`src/include/rdcw_pkg.sv`:
```
package rdcw_pkg;

  // Timebase: the scheduler counts whole milliseconds.
  localparam int CLK_PERIOD_NS    = 10;
  localparam int TICK_PERIOD_NS   = 1000000;
  localparam int TICK_CYCLES_DFLT = TICK_PERIOD_NS / CLK_PERIOD_NS;

  // Duty cycle, listening window, wakeup header and LED figures, in milliseconds.
  localparam int HALF_PERIOD_MS  = 500;
  localparam int ONE_PERIOD_MS   = 1000;
  localparam int EIGHT_PERIOD_MS = 8000;
  localparam int LISTEN_MS       = 100;
  localparam int HDR_HALF_MS     = 700;
  localparam int HDR_ONE_MS      = 1200;
  localparam int HDR_EIGHT_MS    = 8200;
  localparam int LED_PULSE_MS    = 20;

  typedef enum logic [2:0] {
    PM_ON_NOHDR,
    PM_ON_HDR1,
    PM_ON_HDR8,
    PM_HALF,
    PM_ONE,
    PM_EIGHT
  } rdcw_pmode_t;

  typedef enum logic [1:0] {
    PR_TRANSP,
    PR_AWARE,
    PR_NODE
  } rdcw_proto_t;

  // Register byte offsets.
  localparam logic [7:0] REG_CTRL = 8'h00;
  localparam logic [7:0] REG_NET  = 8'h04;
  localparam logic [7:0] REG_ADDR = 8'h08;
  localparam logic [7:0] REG_IDLE = 8'h0c;
  localparam logic [7:0] REG_STAT = 8'h10;

  // Control register field positions.
  localparam int CTRL_PM_LSB    = 0;
  localparam int CTRL_PR_LSB    = 4;
  localparam int CTRL_ROUTER    = 6;
  localparam int CTRL_RETRY_LSB = 8;
  localparam int CTRL_HOP_LSB   = 16;

  // Status register bit positions.
  localparam int STAT_RX   = 0;
  localparam int STAT_HDR  = 1;
  localparam int STAT_TXEN = 2;
  localparam int STAT_LED  = 3;
  localparam int STAT_IDLE = 4;
  localparam int STAT_ERR  = 8;

  // Range limits of the link settings.
  localparam logic [5:0] NET_MAX_TRANSP = 6'h3f;
  localparam logic [5:0] NET_MAX_PROTO  = 6'h03;

  // Values after reset.
  localparam logic [7:0]  HOP_RST        = 8'h00;
  localparam logic [5:0]  NET_RST        = 6'h00;
  localparam logic [9:0]  ADDR_RST       = 10'h000;
  localparam logic [1:0]  RETRY_RST      = 2'h0;
  localparam logic [15:0] IDLE_LIMIT_RST = 16'h07d0;

endpackage

```
`src/include/rdcw_sched_if.sv`:
```
`timescale 1ns/10ps
`default_nettype none
interface rdcw_sched_if import rdcw_pkg::*; ();
  rdcw_pmode_t pmode;
  logic [15:0] idle_limit;
  logic        tx_req;
  logic        rf_act;
  logic        rx_on;
  logic        hdr_active;
  logic        tx_enable;
  logic        led;
  logic        link_idle;

  modport sched (
    input  pmode, idle_limit, tx_req, rf_act,
    output rx_on, hdr_active, tx_enable, led, link_idle
  );

  modport ctrl (
    output pmode, idle_limit, tx_req, rf_act,
    input  rx_on, hdr_active, tx_enable, led, link_idle
  );
endinterface
`default_nettype wire

```
`src/logic/rdcw_sched.sv`:
```
`timescale 1ns/10ps
`default_nettype none
module rdcw_sched import rdcw_pkg::*; #(
  parameter int TICK_CYCLES = TICK_CYCLES_DFLT
) (
  // Clock and reset
  input  wire logic   ref_clk_i,
  input  wire logic   rstn_i,
  // Scheduler control and status
  rdcw_sched_if.sched sif
);

  typedef enum logic [1:0] {ST_IDLE, ST_HDR, ST_SEND} rdcw_state_t;

  rdcw_state_t state;
  rdcw_state_t next_state;
  logic [16:0] tick_cnt;
  logic [13:0] phase;
  logic [13:0] hdr_cnt;
  logic [15:0] idle_cnt;
  logic        armed;
  logic        rx_hold;

  wire        ms_tick   = (tick_cnt == 17'(TICK_CYCLES - 1));
  wire        is_on     = (sif.pmode == PM_ON_NOHDR) || (sif.pmode == PM_ON_HDR1)
                          || (sif.pmode == PM_ON_HDR8);
  wire [13:0] period_ms = (sif.pmode == PM_HALF)  ? 14'(HALF_PERIOD_MS) :
                          (sif.pmode == PM_ONE)   ? 14'(ONE_PERIOD_MS) :
                          14'(EIGHT_PERIOD_MS);
  wire [13:0] hdr_ms    = (sif.pmode == PM_ON_HDR1) ? 14'(HDR_ONE_MS) :
                          (sif.pmode == PM_ON_HDR8) ? 14'(HDR_EIGHT_MS) :
                          (sif.pmode == PM_HALF)    ? 14'(HDR_HALF_MS) :
                          (sif.pmode == PM_ONE)     ? 14'(HDR_ONE_MS) :
                          (sif.pmode == PM_EIGHT)   ? 14'(HDR_EIGHT_MS) :
                          14'h0000;
  wire        listen    = (phase < 14'(LISTEN_MS));
  wire        flash     = (phase < 14'(LED_PULSE_MS));
  wire        activity  = sif.rf_act || (state != ST_IDLE);
  wire        idle_hit  = (idle_cnt >= sif.idle_limit);
  wire        hdr_done  = ms_tick && (hdr_cnt == hdr_ms - 14'h0001);

  // A mode change that drops the header ends any header already running.
  always_comb
  begin
    next_state = state;
    unique case (state)
      ST_IDLE:
        if (sif.tx_req)
          next_state = (armed && hdr_ms != 14'h0000) ? ST_HDR : ST_SEND;
      ST_HDR:
        if (hdr_ms == 14'h0000 || hdr_done)
          next_state = ST_SEND;
      ST_SEND:
        if (!sif.tx_req)
          next_state = ST_IDLE;
    endcase
  end

  always_ff @(posedge ref_clk_i)
  begin
    if (!rstn_i)
    begin
      tick_cnt <= 17'h00000;
      phase    <= 14'h0000;
    end
    else
    begin
      tick_cnt <= ms_tick ? 17'h00000 : tick_cnt + 17'h00001;
      if (ms_tick)
        phase <= (phase >= period_ms - 14'h0001) ? 14'h0000 : phase + 14'h0001;
    end
  end

  always_ff @(posedge ref_clk_i)
  begin
    if (!rstn_i)
    begin
      state   <= ST_IDLE;
      hdr_cnt <= 14'h0000;
    end
    else
    begin
      state   <= next_state;
      hdr_cnt <= (state != ST_HDR) ? 14'h0000 : hdr_cnt + {13'h0000, ms_tick};
    end
  end

  // Any transmit or receive activity restarts the inactivity count.
  always_ff @(posedge ref_clk_i)
  begin
    if (!rstn_i)
    begin
      idle_cnt <= 16'h0000;
      armed    <= 1'b1;
    end
    else
    begin
      if (activity)
        idle_cnt <= 16'h0000;
      else if (ms_tick && !idle_hit)
        idle_cnt <= idle_cnt + 16'h0001;
      if (idle_hit && !activity)
        armed <= 1'b1;
      else if (state == ST_HDR && next_state == ST_SEND)
        armed <= 1'b0;
      else if (state == ST_IDLE && next_state == ST_SEND)
        armed <= 1'b0;
    end
  end

  // Activity heard in a window keeps the receiver up until the link goes quiet.
  always_ff @(posedge ref_clk_i)
  begin
    if (!rstn_i)
      rx_hold <= 1'b0;
    else if (sif.rf_act && sif.rx_on)
      rx_hold <= 1'b1;
    else if (idle_hit)
      rx_hold <= 1'b0;
  end

  always_ff @(posedge ref_clk_i)
  begin
    if (!rstn_i)
    begin
      sif.rx_on      <= 1'b1;
      sif.hdr_active <= 1'b0;
      sif.tx_enable  <= 1'b0;
      sif.led        <= 1'b1;
      sif.link_idle  <= 1'b0;
    end
    else
    begin
      sif.rx_on      <= is_on || listen || rx_hold;
      sif.hdr_active <= (state == ST_HDR) && (hdr_ms != 14'h0000);
      sif.tx_enable  <= (state == ST_SEND);
      sif.led        <= is_on || flash;
      sif.link_idle  <= idle_hit;
    end
  end

endmodule
`default_nettype wire

```
`src/logic/rdcw_top.sv`:
```
// Function
// Always-on, no-header mode: receiver always powered, no wakeup header ever sent.
// Always-on short-header mode: receiver on, 1.2 s header after RF inactivity.
// Always-on long-header mode: receiver on, 8.2 s header after RF inactivity.
// Every always-on mode holds the red status LED continuously lit.
// Half-second mode: receiver on 100 ms every 0.5 s, otherwise off. Code keeps it on after activity heard in a window until the link is idle.
// Half-second mode: 700 ms header before first transmission after inactivity.
// Half-second mode: red LED pulses once every 0.5 s.
// One-second mode: receiver on 100 ms every 1 s.
// One-second mode: 1.2 s header before first transmission after inactivity.
// One-second mode: red LED pulses once every 1 s.
// Eight-second mode: receiver on 100 ms every 8 s.
// Eight-second mode: 8.2 s header before first transmission after inactivity.
// Eight-second mode: red LED pulses once every 8 s.
// Hop sequence and network match network-wide; foreign hop traffic ignored.
// Protocol-aware or node modes accept network numbers 0 to 3 only.
// Transparent mode accepts network numbers 0 to 63.
// Radio address used only in transparent mode; traffic needs matching address. Code also drives it out as rf_id_o in node mode.
// Radio address accepted from 0 to 1023, a 10-bit field.
// Transparent mode passes data untouched; retry level forced to none.
// Protocol-aware mode takes the attached equipment's address as RF identifier.
// Protocol-aware and node modes acknowledge packets and retry at RF level.
// Router interface requires node mode; then the device acts as repeater.
// Link counts inactive after set ticks without activity; header then re-armed.
//
// Added by the designer: the register addresses and the Wishbone register port.
`timescale 1ns/10ps
`default_nettype none
module rdcw_top import rdcw_pkg::*; #(
  parameter int TICK_CYCLES = TICK_CYCLES_DFLT
) (
  // Clock and reset
  input  wire logic        ref_clk_i,
  input  wire logic        rstn_i,
  // Wishbone slave
  input  wire logic        wb_cyc_i,
  input  wire logic        wb_stb_i,
  input  wire logic        wb_we_i,
  input  wire logic [7:0]  wb_adr_i,
  input  wire logic [3:0]  wb_sel_i,
  input  wire logic [31:0] wb_dat_i,
  output logic      [31:0] wb_dat_o,
  output logic             wb_ack_o,
  // Radio front end
  input  wire logic        rf_activity_i,
  input  wire logic        tx_req_i,
  input  wire logic        rx_valid_i,
  input  wire logic [7:0]  rx_hop_i,
  input  wire logic [5:0]  rx_net_i,
  input  wire logic [9:0]  rx_addr_i,
  input  wire logic [11:0] attached_addr_i,
  // Power and link status
  output logic             rx_power_o,
  output logic             hdr_active_o,
  output logic             tx_enable_o,
  output logic             led_red_o,
  // Link behaviour
  output logic             rx_accept_o,
  output logic             ack_enable_o,
  output logic      [1:0]  retry_level_o,
  output logic             repeater_o,
  output logic      [11:0] rf_id_o
);

  rdcw_sched_if sif ();

  rdcw_pmode_t pmode;
  rdcw_proto_t proto;
  logic        router_sel;
  logic [1:0]  retry_level;
  logic [7:0]  hop_sequence_select;
  logic [5:0]  network_number;
  logic [9:0]  link_radio_address;
  logic [15:0] idle_limit;
  logic        cfg_err;
  logic        act_meta;
  logic        act_sync;

  // Bus decode.
  wire        req      = wb_cyc_i && wb_stb_i;
  wire        wr_now   = req && wb_we_i && wb_ack_o;
  wire        hit_ctrl = (wb_adr_i == REG_CTRL);
  wire        hit_net  = (wb_adr_i == REG_NET);
  wire        hit_addr = (wb_adr_i == REG_ADDR);
  wire        hit_idle = (wb_adr_i == REG_IDLE);
  wire        hit_stat = (wb_adr_i == REG_STAT);

  wire [31:0] ctrl_val = {8'h00, hop_sequence_select, 6'h00, retry_level, 1'b0,
                          router_sel, proto, 1'b0, pmode};
  wire [31:0] stat_val = {23'h000000, cfg_err, 3'h0, sif.link_idle, sif.led,
                          sif.tx_enable, sif.hdr_active, sif.rx_on};
  wire [31:0] rd_data  = hit_ctrl ? ctrl_val :
                         hit_net  ? {26'h0000000, network_number} :
                         hit_addr ? {22'h000000, link_radio_address} :
                         hit_idle ? {16'h0000, idle_limit} :
                         hit_stat ? stat_val : 32'h00000000;

  // Byte lanes not selected keep the register's current contents.
  wire [31:0] merged;
  genvar gi;
  generate
    for (gi = 0; gi < 4; gi++)
    begin : g_lane
      assign merged[8*gi +: 8] = wb_sel_i[gi] ? wb_dat_i[8*gi +: 8] : rd_data[8*gi +: 8];
    end
  endgenerate

  // Candidate settings carried by a write.
  wire [2:0]  new_pm     = merged[CTRL_PM_LSB +: 3];
  wire [1:0]  new_pr     = merged[CTRL_PR_LSB +: 2];
  wire        new_router = merged[CTRL_ROUTER];
  wire [5:0]  new_net    = merged[5:0];
  wire        pm_ok      = (new_pm <= 3'(PM_EIGHT));
  wire        pr_ok      = (new_pr <= 2'(PR_NODE));
  wire [5:0]  net_max    = (new_pr == 2'(PR_TRANSP)) ? NET_MAX_TRANSP : NET_MAX_PROTO;
  wire [5:0]  cur_max    = (proto == PR_TRANSP) ? NET_MAX_TRANSP : NET_MAX_PROTO;
  wire        router_ok  = !new_router || (new_pr == 2'(PR_NODE));
  wire        ctrl_ok    = pm_ok && pr_ok && router_ok
                           && (network_number <= net_max);
  wire        net_ok     = (merged[31:6] == 26'h0000000) && (new_net <= cur_max);
  wire        addr_ok    = (merged[31:10] == 22'h000000);

  wire        wr_ctrl    = wr_now && hit_ctrl && ctrl_ok;
  wire        wr_net     = wr_now && hit_net && net_ok;
  wire        wr_addr    = wr_now && hit_addr && addr_ok;
  wire        wr_bad     = wr_now && ((hit_ctrl && !ctrl_ok) || (hit_net && !net_ok)
                           || (hit_addr && !addr_ok));
  wire        err_clr    = wr_now && hit_stat && merged[STAT_ERR];

  // Packet filter: hop, network and, in transparent mode only, radio address.
  wire        hop_match  = (rx_hop_i == hop_sequence_select);
  wire        net_match  = (rx_net_i == network_number);
  wire        addr_match = (proto != PR_TRANSP) || (rx_addr_i == link_radio_address);
  wire        next_accept = rx_valid_i && hop_match && net_match && addr_match;

  wire        is_transp  = (proto == PR_TRANSP);
  wire [1:0]  next_retry = is_transp ? 2'h0 : retry_level;
  wire        next_ack   = !is_transp;
  wire        next_rpt   = router_sel && (proto == PR_NODE);
  wire [11:0] next_rf_id = (proto == PR_AWARE) ? attached_addr_i
                           : {2'h0, link_radio_address};

  always_ff @(posedge ref_clk_i)
  begin
    if (!rstn_i)
    begin
      wb_ack_o <= 1'b0;
      wb_dat_o <= 32'h00000000;
    end
    else
    begin
      wb_ack_o <= req && !wb_ack_o;
      wb_dat_o <= (req && !wb_ack_o) ? rd_data : wb_dat_o;
    end
  end

  // A refused write leaves every setting as it was and raises the error flag.
  always_ff @(posedge ref_clk_i)
  begin
    if (!rstn_i)
    begin
      pmode               <= PM_ON_NOHDR;
      proto               <= PR_TRANSP;
      router_sel          <= 1'b0;
      retry_level         <= RETRY_RST;
      hop_sequence_select <= HOP_RST;
    end
    else if (wr_ctrl)
    begin
      pmode               <= rdcw_pmode_t'(new_pm);
      proto               <= rdcw_proto_t'(new_pr);
      router_sel          <= new_router;
      retry_level         <= merged[CTRL_RETRY_LSB +: 2];
      hop_sequence_select <= merged[CTRL_HOP_LSB +: 8];
    end
  end

  always_ff @(posedge ref_clk_i)
  begin
    if (!rstn_i)
    begin
      network_number     <= NET_RST;
      link_radio_address <= ADDR_RST;
      idle_limit         <= IDLE_LIMIT_RST;
      cfg_err            <= 1'b0;
    end
    else
    begin
      if (wr_net)
        network_number <= new_net;
      if (wr_addr)
        link_radio_address <= merged[9:0];
      if (wr_now && hit_idle)
        idle_limit <= merged[15:0];
      cfg_err <= wr_bad || (cfg_err && !err_clr);
    end
  end

  // The activity pin is asynchronous to the timebase.
  always_ff @(posedge ref_clk_i)
  begin
    if (!rstn_i)
    begin
      act_meta <= 1'b0;
      act_sync <= 1'b0;
    end
    else
    begin
      act_meta <= rf_activity_i;
      act_sync <= act_meta;
    end
  end

  assign sif.pmode      = pmode;
  assign sif.idle_limit = idle_limit;
  assign sif.tx_req     = tx_req_i;
  assign sif.rf_act     = act_sync;

  rdcw_sched #(
    .TICK_CYCLES (TICK_CYCLES)
  ) u_sched (
    .ref_clk_i (ref_clk_i),
    .rstn_i    (rstn_i),
    .sif       (sif)
  );

  always_ff @(posedge ref_clk_i)
  begin
    if (!rstn_i)
    begin
      rx_power_o    <= 1'b1;
      hdr_active_o  <= 1'b0;
      tx_enable_o   <= 1'b0;
      led_red_o     <= 1'b1;
      rx_accept_o   <= 1'b0;
      ack_enable_o  <= 1'b0;
      retry_level_o <= 2'h0;
      repeater_o    <= 1'b0;
      rf_id_o       <= 12'h000;
    end
    else
    begin
      rx_power_o    <= sif.rx_on;
      hdr_active_o  <= sif.hdr_active;
      tx_enable_o   <= sif.tx_enable;
      led_red_o     <= sif.led;
      rx_accept_o   <= next_accept;
      ack_enable_o  <= next_ack;
      retry_level_o <= next_retry;
      repeater_o    <= next_rpt;
      rf_id_o       <= next_rf_id;
    end
  end

  wire mode_on  = (pmode == PM_ON_NOHDR) || (pmode == PM_ON_HDR1) || (pmode == PM_ON_HDR8);
  wire mode_nh  = (pmode == PM_ON_NOHDR);
  wire transp   = (proto == PR_TRANSP);
endmodule
`default_nettype wire

```
`config.mk`:
```
export PLATFORM = sky130hd
export DESIGN_NAME = rdcw_top
export DESIGN_NICKNAME = d
export VERILOG_FILES = /design/src/include/rdcw_pkg.sv /design/src/include/rdcw_sched_if.sv /design/src/logic/rdcw_sched.sv /design/src/logic/rdcw_top.sv
export SDC_FILE = /design/constraint.sdc
export NUM_CORES = 1
export LEC_CHECK = 0
export BUFFER_PORTS_ARGS = -buffer_cell sky130_fd_sc_hd__buf_2
export CAP_MARGIN = 20
export CORE_MARGIN = 3
export CORE_UTILIZATION = 62
export CTS_CLUSTER_DIAMETER = 100
export CTS_CLUSTER_SIZE = 25
export DETAILED_ROUTE_END_ITERATION = 10
export PLACE_DENSITY = 0.92
export SYNTH_ARGS = -nofsm -noshare
export SYNTH_HDL_FRONTEND = slang
export SYNTH_HIERARCHICAL = 1
export SYNTH_SLANG_ARGS = --single-unit
```
`constraint.sdc`:
```
create_clock -name ref_clk_i -period 4.8 [get_ports ref_clk_i]
set_clock_uncertainty 0.05 [all_clocks]
set_input_delay 0.24 -clock ref_clk_i [delete_from_list [all_inputs] [get_ports ref_clk_i]]
set_output_delay 0.24 -clock ref_clk_i [all_outputs]
set_load 0.02 [all_outputs]
```
==> results.yml <==
synth:
  yosys_most_used_dff: "dfxtp_1"
  synth_compound_area_share_pct: 13.31
  ys_async_sr_fraction_pct: 0
  avgSynthCellArea_um2: 8.754
  synth-seq-cells: 167
  ys.warnings.count: 6
  synth_edf_count: 0
  yosysUniqueCellTypes: 94
  synth-xor-area-share_pct: 6.994
  yosysSeqAreaShare_pct: 37.08
  synth_top_family_by_area: "simple AND/OR/NAND/NOR gates"
  synth.area.mux_share_pct: 6.092
  synth_adder_area_share_pct: 6.245
  syn_inst: 1030
  synthSimpleGateAreaFrac_pct: 25.85
  synth.cell_area_mm2: 0.009016
job:
  cap_viol_max_count: 0
pwr:
  power_frac_seq_pct: 47.9
  total_leakage_power_uw: 0.004442
  power.density_mw_per_mm2: 282.3
  switching_power_uw: 703.0
  internal-power_uw: 2215
  peakVddDrop_uv: 236.1
  combPwrFrac_pct: 6.7
  p_clk_share_pct: 45.4
  totalPowerFinal_uw: 2918
  swShare_pct: 24.09
critical_path:
  slowest_delay_ns: 0.52
  r2r-end: "hop_sequence_select[2]"
  r2r-start: "proto[1]"
  path_cells: "mux4_2 -> a32oi_2 -> inv_2 -> or2_2 -> ha_1 -> a21o_1 -> a21o_1 -> a21oi_1 -> o221ai_1 -> a221oi_4 -> nand4_4 -> mux2i_1"
  crit_path_max_fanout: 8
  path_buf_inv: 1
  crit_type: "register to register"
  critPathSlowestCell: "mux4_2"
  r2r_cells: 12
  critical_path.most_common_cell: "a21o_1"
  cp_top_family: "compound AO/OA/AOI/OAI gates"
  crit_path_end_kind: "register"
  r2r_setup_slack_ns: 1.15
  crit_arrival_ns: 3.95
  cp.required_ns: 5.10
  cp-start-kind: "register"
placement:
  port_buffers: 133
  dp_hpwl_mm: 16.81
  placed_area_mm2: 0.009676
  routabilityCongestion: 0.9441
sta:
  hold_viol: 0
  worst_pin_slew_ns: 0.8492
  final-max-slew-violation-count: 0
  fin_crit_sh_pct: 75.94
  fin_setup_tns_ns: 0
  rsz0062_at_grt: "false"
  period_needed_ns: 3.645
  fmax_ghz: 0.2743
  setup_viol_count_final: 0
  slew_headroom_pct: 43.00
clocking:
  clock_latency_ns: 0.43
  clk_pin_slew_worst_paths_ns: 0.07
  cts_buffer_depth: 2
  cts_resized: 0
  cts_buffers: 17
  cts-root-buf: "clkbuf_16"
  cts_setup_buffers: 0
  cts_tree: "built"
  cts.sinks: 167
  htreeDepth: 4
  cts_hold_buf: 6
finish:
  regArea_mm2: 0.003343
  syn_to_final_growth_pct: 14.65
  fin_nets: 1279
  diodes: 0
  utilization_pct: 73.62
  most-common-layout-cells: "167 x dfxtp_1, 136 x nand2_1, 132 x buf_2"
  design_area_mm2: 0.01034
  drive_gt1_share_pct: 17.86
  final_common_cell: "dfxtp_1"
  multi_input_area_mm2: 0.005304
  fill_cells: 998
floorplanning:
  io-pin-count: 142
  coreArea_mm2: 0.01404
  dieWidth_um: 126.6
  die_height_um: 126.6
  die_area_mm2: 0.01603
  start_util_pct: 64.21
  rows: 43
global_routing:
  grt_max_degree: 76
  grt_usage_pct: 28.96
  grt_pass1_vias: 7796
  grt_overflow: 0
  grt_pass1_wl_mm: 37.78
  antenna_found_initial: 0
hold_path:
  hold_path_startpoint: "attached_addr_i[4]"
  holdPathEnd: "rf_id_o[4]"
  hold_class: "input port to register"
  hold_depth: 3
routing:
  drcViolationCount: 0
  ant_nets: 0
  drt_iter0_drc: 706
  routedWlPerCell_um: 17.54
  dr.pass1.iters: 6
  vias_per_cell: 6.003
  via_count: 8038
  drt_wl_total_mm: 23.49
run_status:
  status: "completed"
## worst max-delay path by stage
stage | startpoint | endpoint | cells after the start
finish | proto[1] | hop_sequence_select[2] | 12
floorplan | network_number[5] | hop_sequence_select[0] | 12
global route | proto[1] | hop_sequence_select[6] | 12
detailed placement | wb_adr_i[2] | hop_sequence_select[4] | 13
CTS | proto[1] | hop_sequence_select[3] | 12
global placement | wb_adr_i[2] | hop_sequence_select[1] | 13
## per-stage QoR
step	worst slack (ns)	hold slack [ns]	instances
after floorplan	1.575	0.3173	1037
after global placement	0.9846	0.3774	1300
after detailed placement	0.9465	0.3833	1300
after CTS	1.180	0.004650	1338
after global routing	1.051	0.01850	1339
final	1.155	0.01038	1339
## worst reg2reg max path: stages, from the launching register on
cell and delay, ns:
dfxtp_1 0.37, mux4_2 0.52, a32oi_2 0.25, inv_2 0.10, or2_2 0.36, ha_1 0.33, a21o_1 0.17, a21o_1 0.17
a21oi_1 0.16, o221ai_1 0.17, a221oi_4 0.38, nand4_4 0.29, mux2i_1 0.24
## power by group through the flow
stage          clock (µW)  sequential [µW]  combinational, µW
5_1_grt              1400             1400                209
3_5_place_dp            0             1430                181
6_report             1320             1400                196
4_1_cts              1340             1400                189
2_1_floorplan           0             1430                116
3_3_place_gp            0             1430                179
## synthesized netlist by cell type, types with 3 or more instances
library cell | instances | area [µm²]
nor2_1 | 67 | 251.5
xor2_1 | 39 | 341.6
o2111ai_1 | 3 | 26.28
buf_4 | 10 | 75.07
clkbuf_1 | 29 | 108.9
or2_2 | 4 | 25.02
a22oi_1 | 9 | 67.56
mux2i_1 | 47 | 470.5
or4_1 | 6 | 45.04
nor4_1 | 9 | 56.30
o22ai_1 | 3 | 18.77
nand3_1 | 49 | 245.2
a21boi_0 | 25 | 187.7
nor2b_1 | 35 | 219.0
a21o_1 | 9 | 67.56
o31ai_1 | 3 | 22.52
nand2b_1 | 12 | 75.07
o211ai_1 | 4 | 30.03
nand4_1 | 19 | 118.9
o21ai_0 | 28 | 140.1
buf_6 | 4 | 45.04
inv_1 | 32 | 120.1
a2111oi_0 | 3 | 26.28
a21oi_1 | 35 | 175.2
or3_1 | 17 | 106.4
nor3b_1 | 3 | 22.52
xnor2_1 | 33 | 289.0
o211a_1 | 3 | 30.03
nand2_1 | 136 | 510.5
buf_2 | 7 | 35.03
and4b_1 | 3 | 30.03
and3_1 | 17 | 106.4
o21ai_1 | 7 | 35.03
o21a_1 | 4 | 30.03
a31oi_1 | 3 | 18.77
dfxtp_1 | 167 | 3343
and2_1 | 17 | 106.4
nor3_1 | 15 | 75.07
ha_1 | 45 | 563.0
## final cells by class
type / count / area share [%]
Tap cell: 180 / 2.179
Clock inverter: 13 / 1.174
Multi-Input combinational cell: 785 / 51.31
Timing Repair Buffer: 141 / 7.383
Inverter: 34 / 1.235
Clock buffer: 19 / 4.382
Sequential cell: 167 / 32.34
## state kept, by name, summed over array words and instances (netlist names), 2 cells and up
| name | count |
|---|---|
| wb_dat_o | 24 |
| u_sched/tick_cnt | 17 |
| idle_limit | 16 |
| u_sched/idle_cnt | 16 |
| u_sched/hdr_cnt | 14 |
| u_sched/phase | 14 |
| rf_id_o | 12 |
| link_radio_address | 10 |
| hop_sequence_select | 8 |
| network_number | 6 |
| pmode | 3 |
| proto | 2 |
| retry_level | 2 |
| retry_level_o | 2 |
| u_sched/state | 2 |
## logic make-up (layout without fill, tap and decap cells)
family	after synthesis	count (layout)
AOI/OAI and AO/OA	169	169
xor gates and xnor gates	72	72
adders and majority gates	45	45
buffers and inverters	85	207
DFF	167	167
muxes	52	52
other	1	8
and+or+nand+nor	439	439
## metal layers
metal | GRT usage (%) | up-vias | share of wire, %
li1 | - | 3851 | -
met1 | 35.48 | 3739 | 41
met2 | 49.50 | 389 | 48
met3 | 5.432 | 59 | 7.8
met4 | 13.00 | 0 | 3.4
met5 | 0 | - | 0
Note: power is estimated with default switching activity, not from simulation.
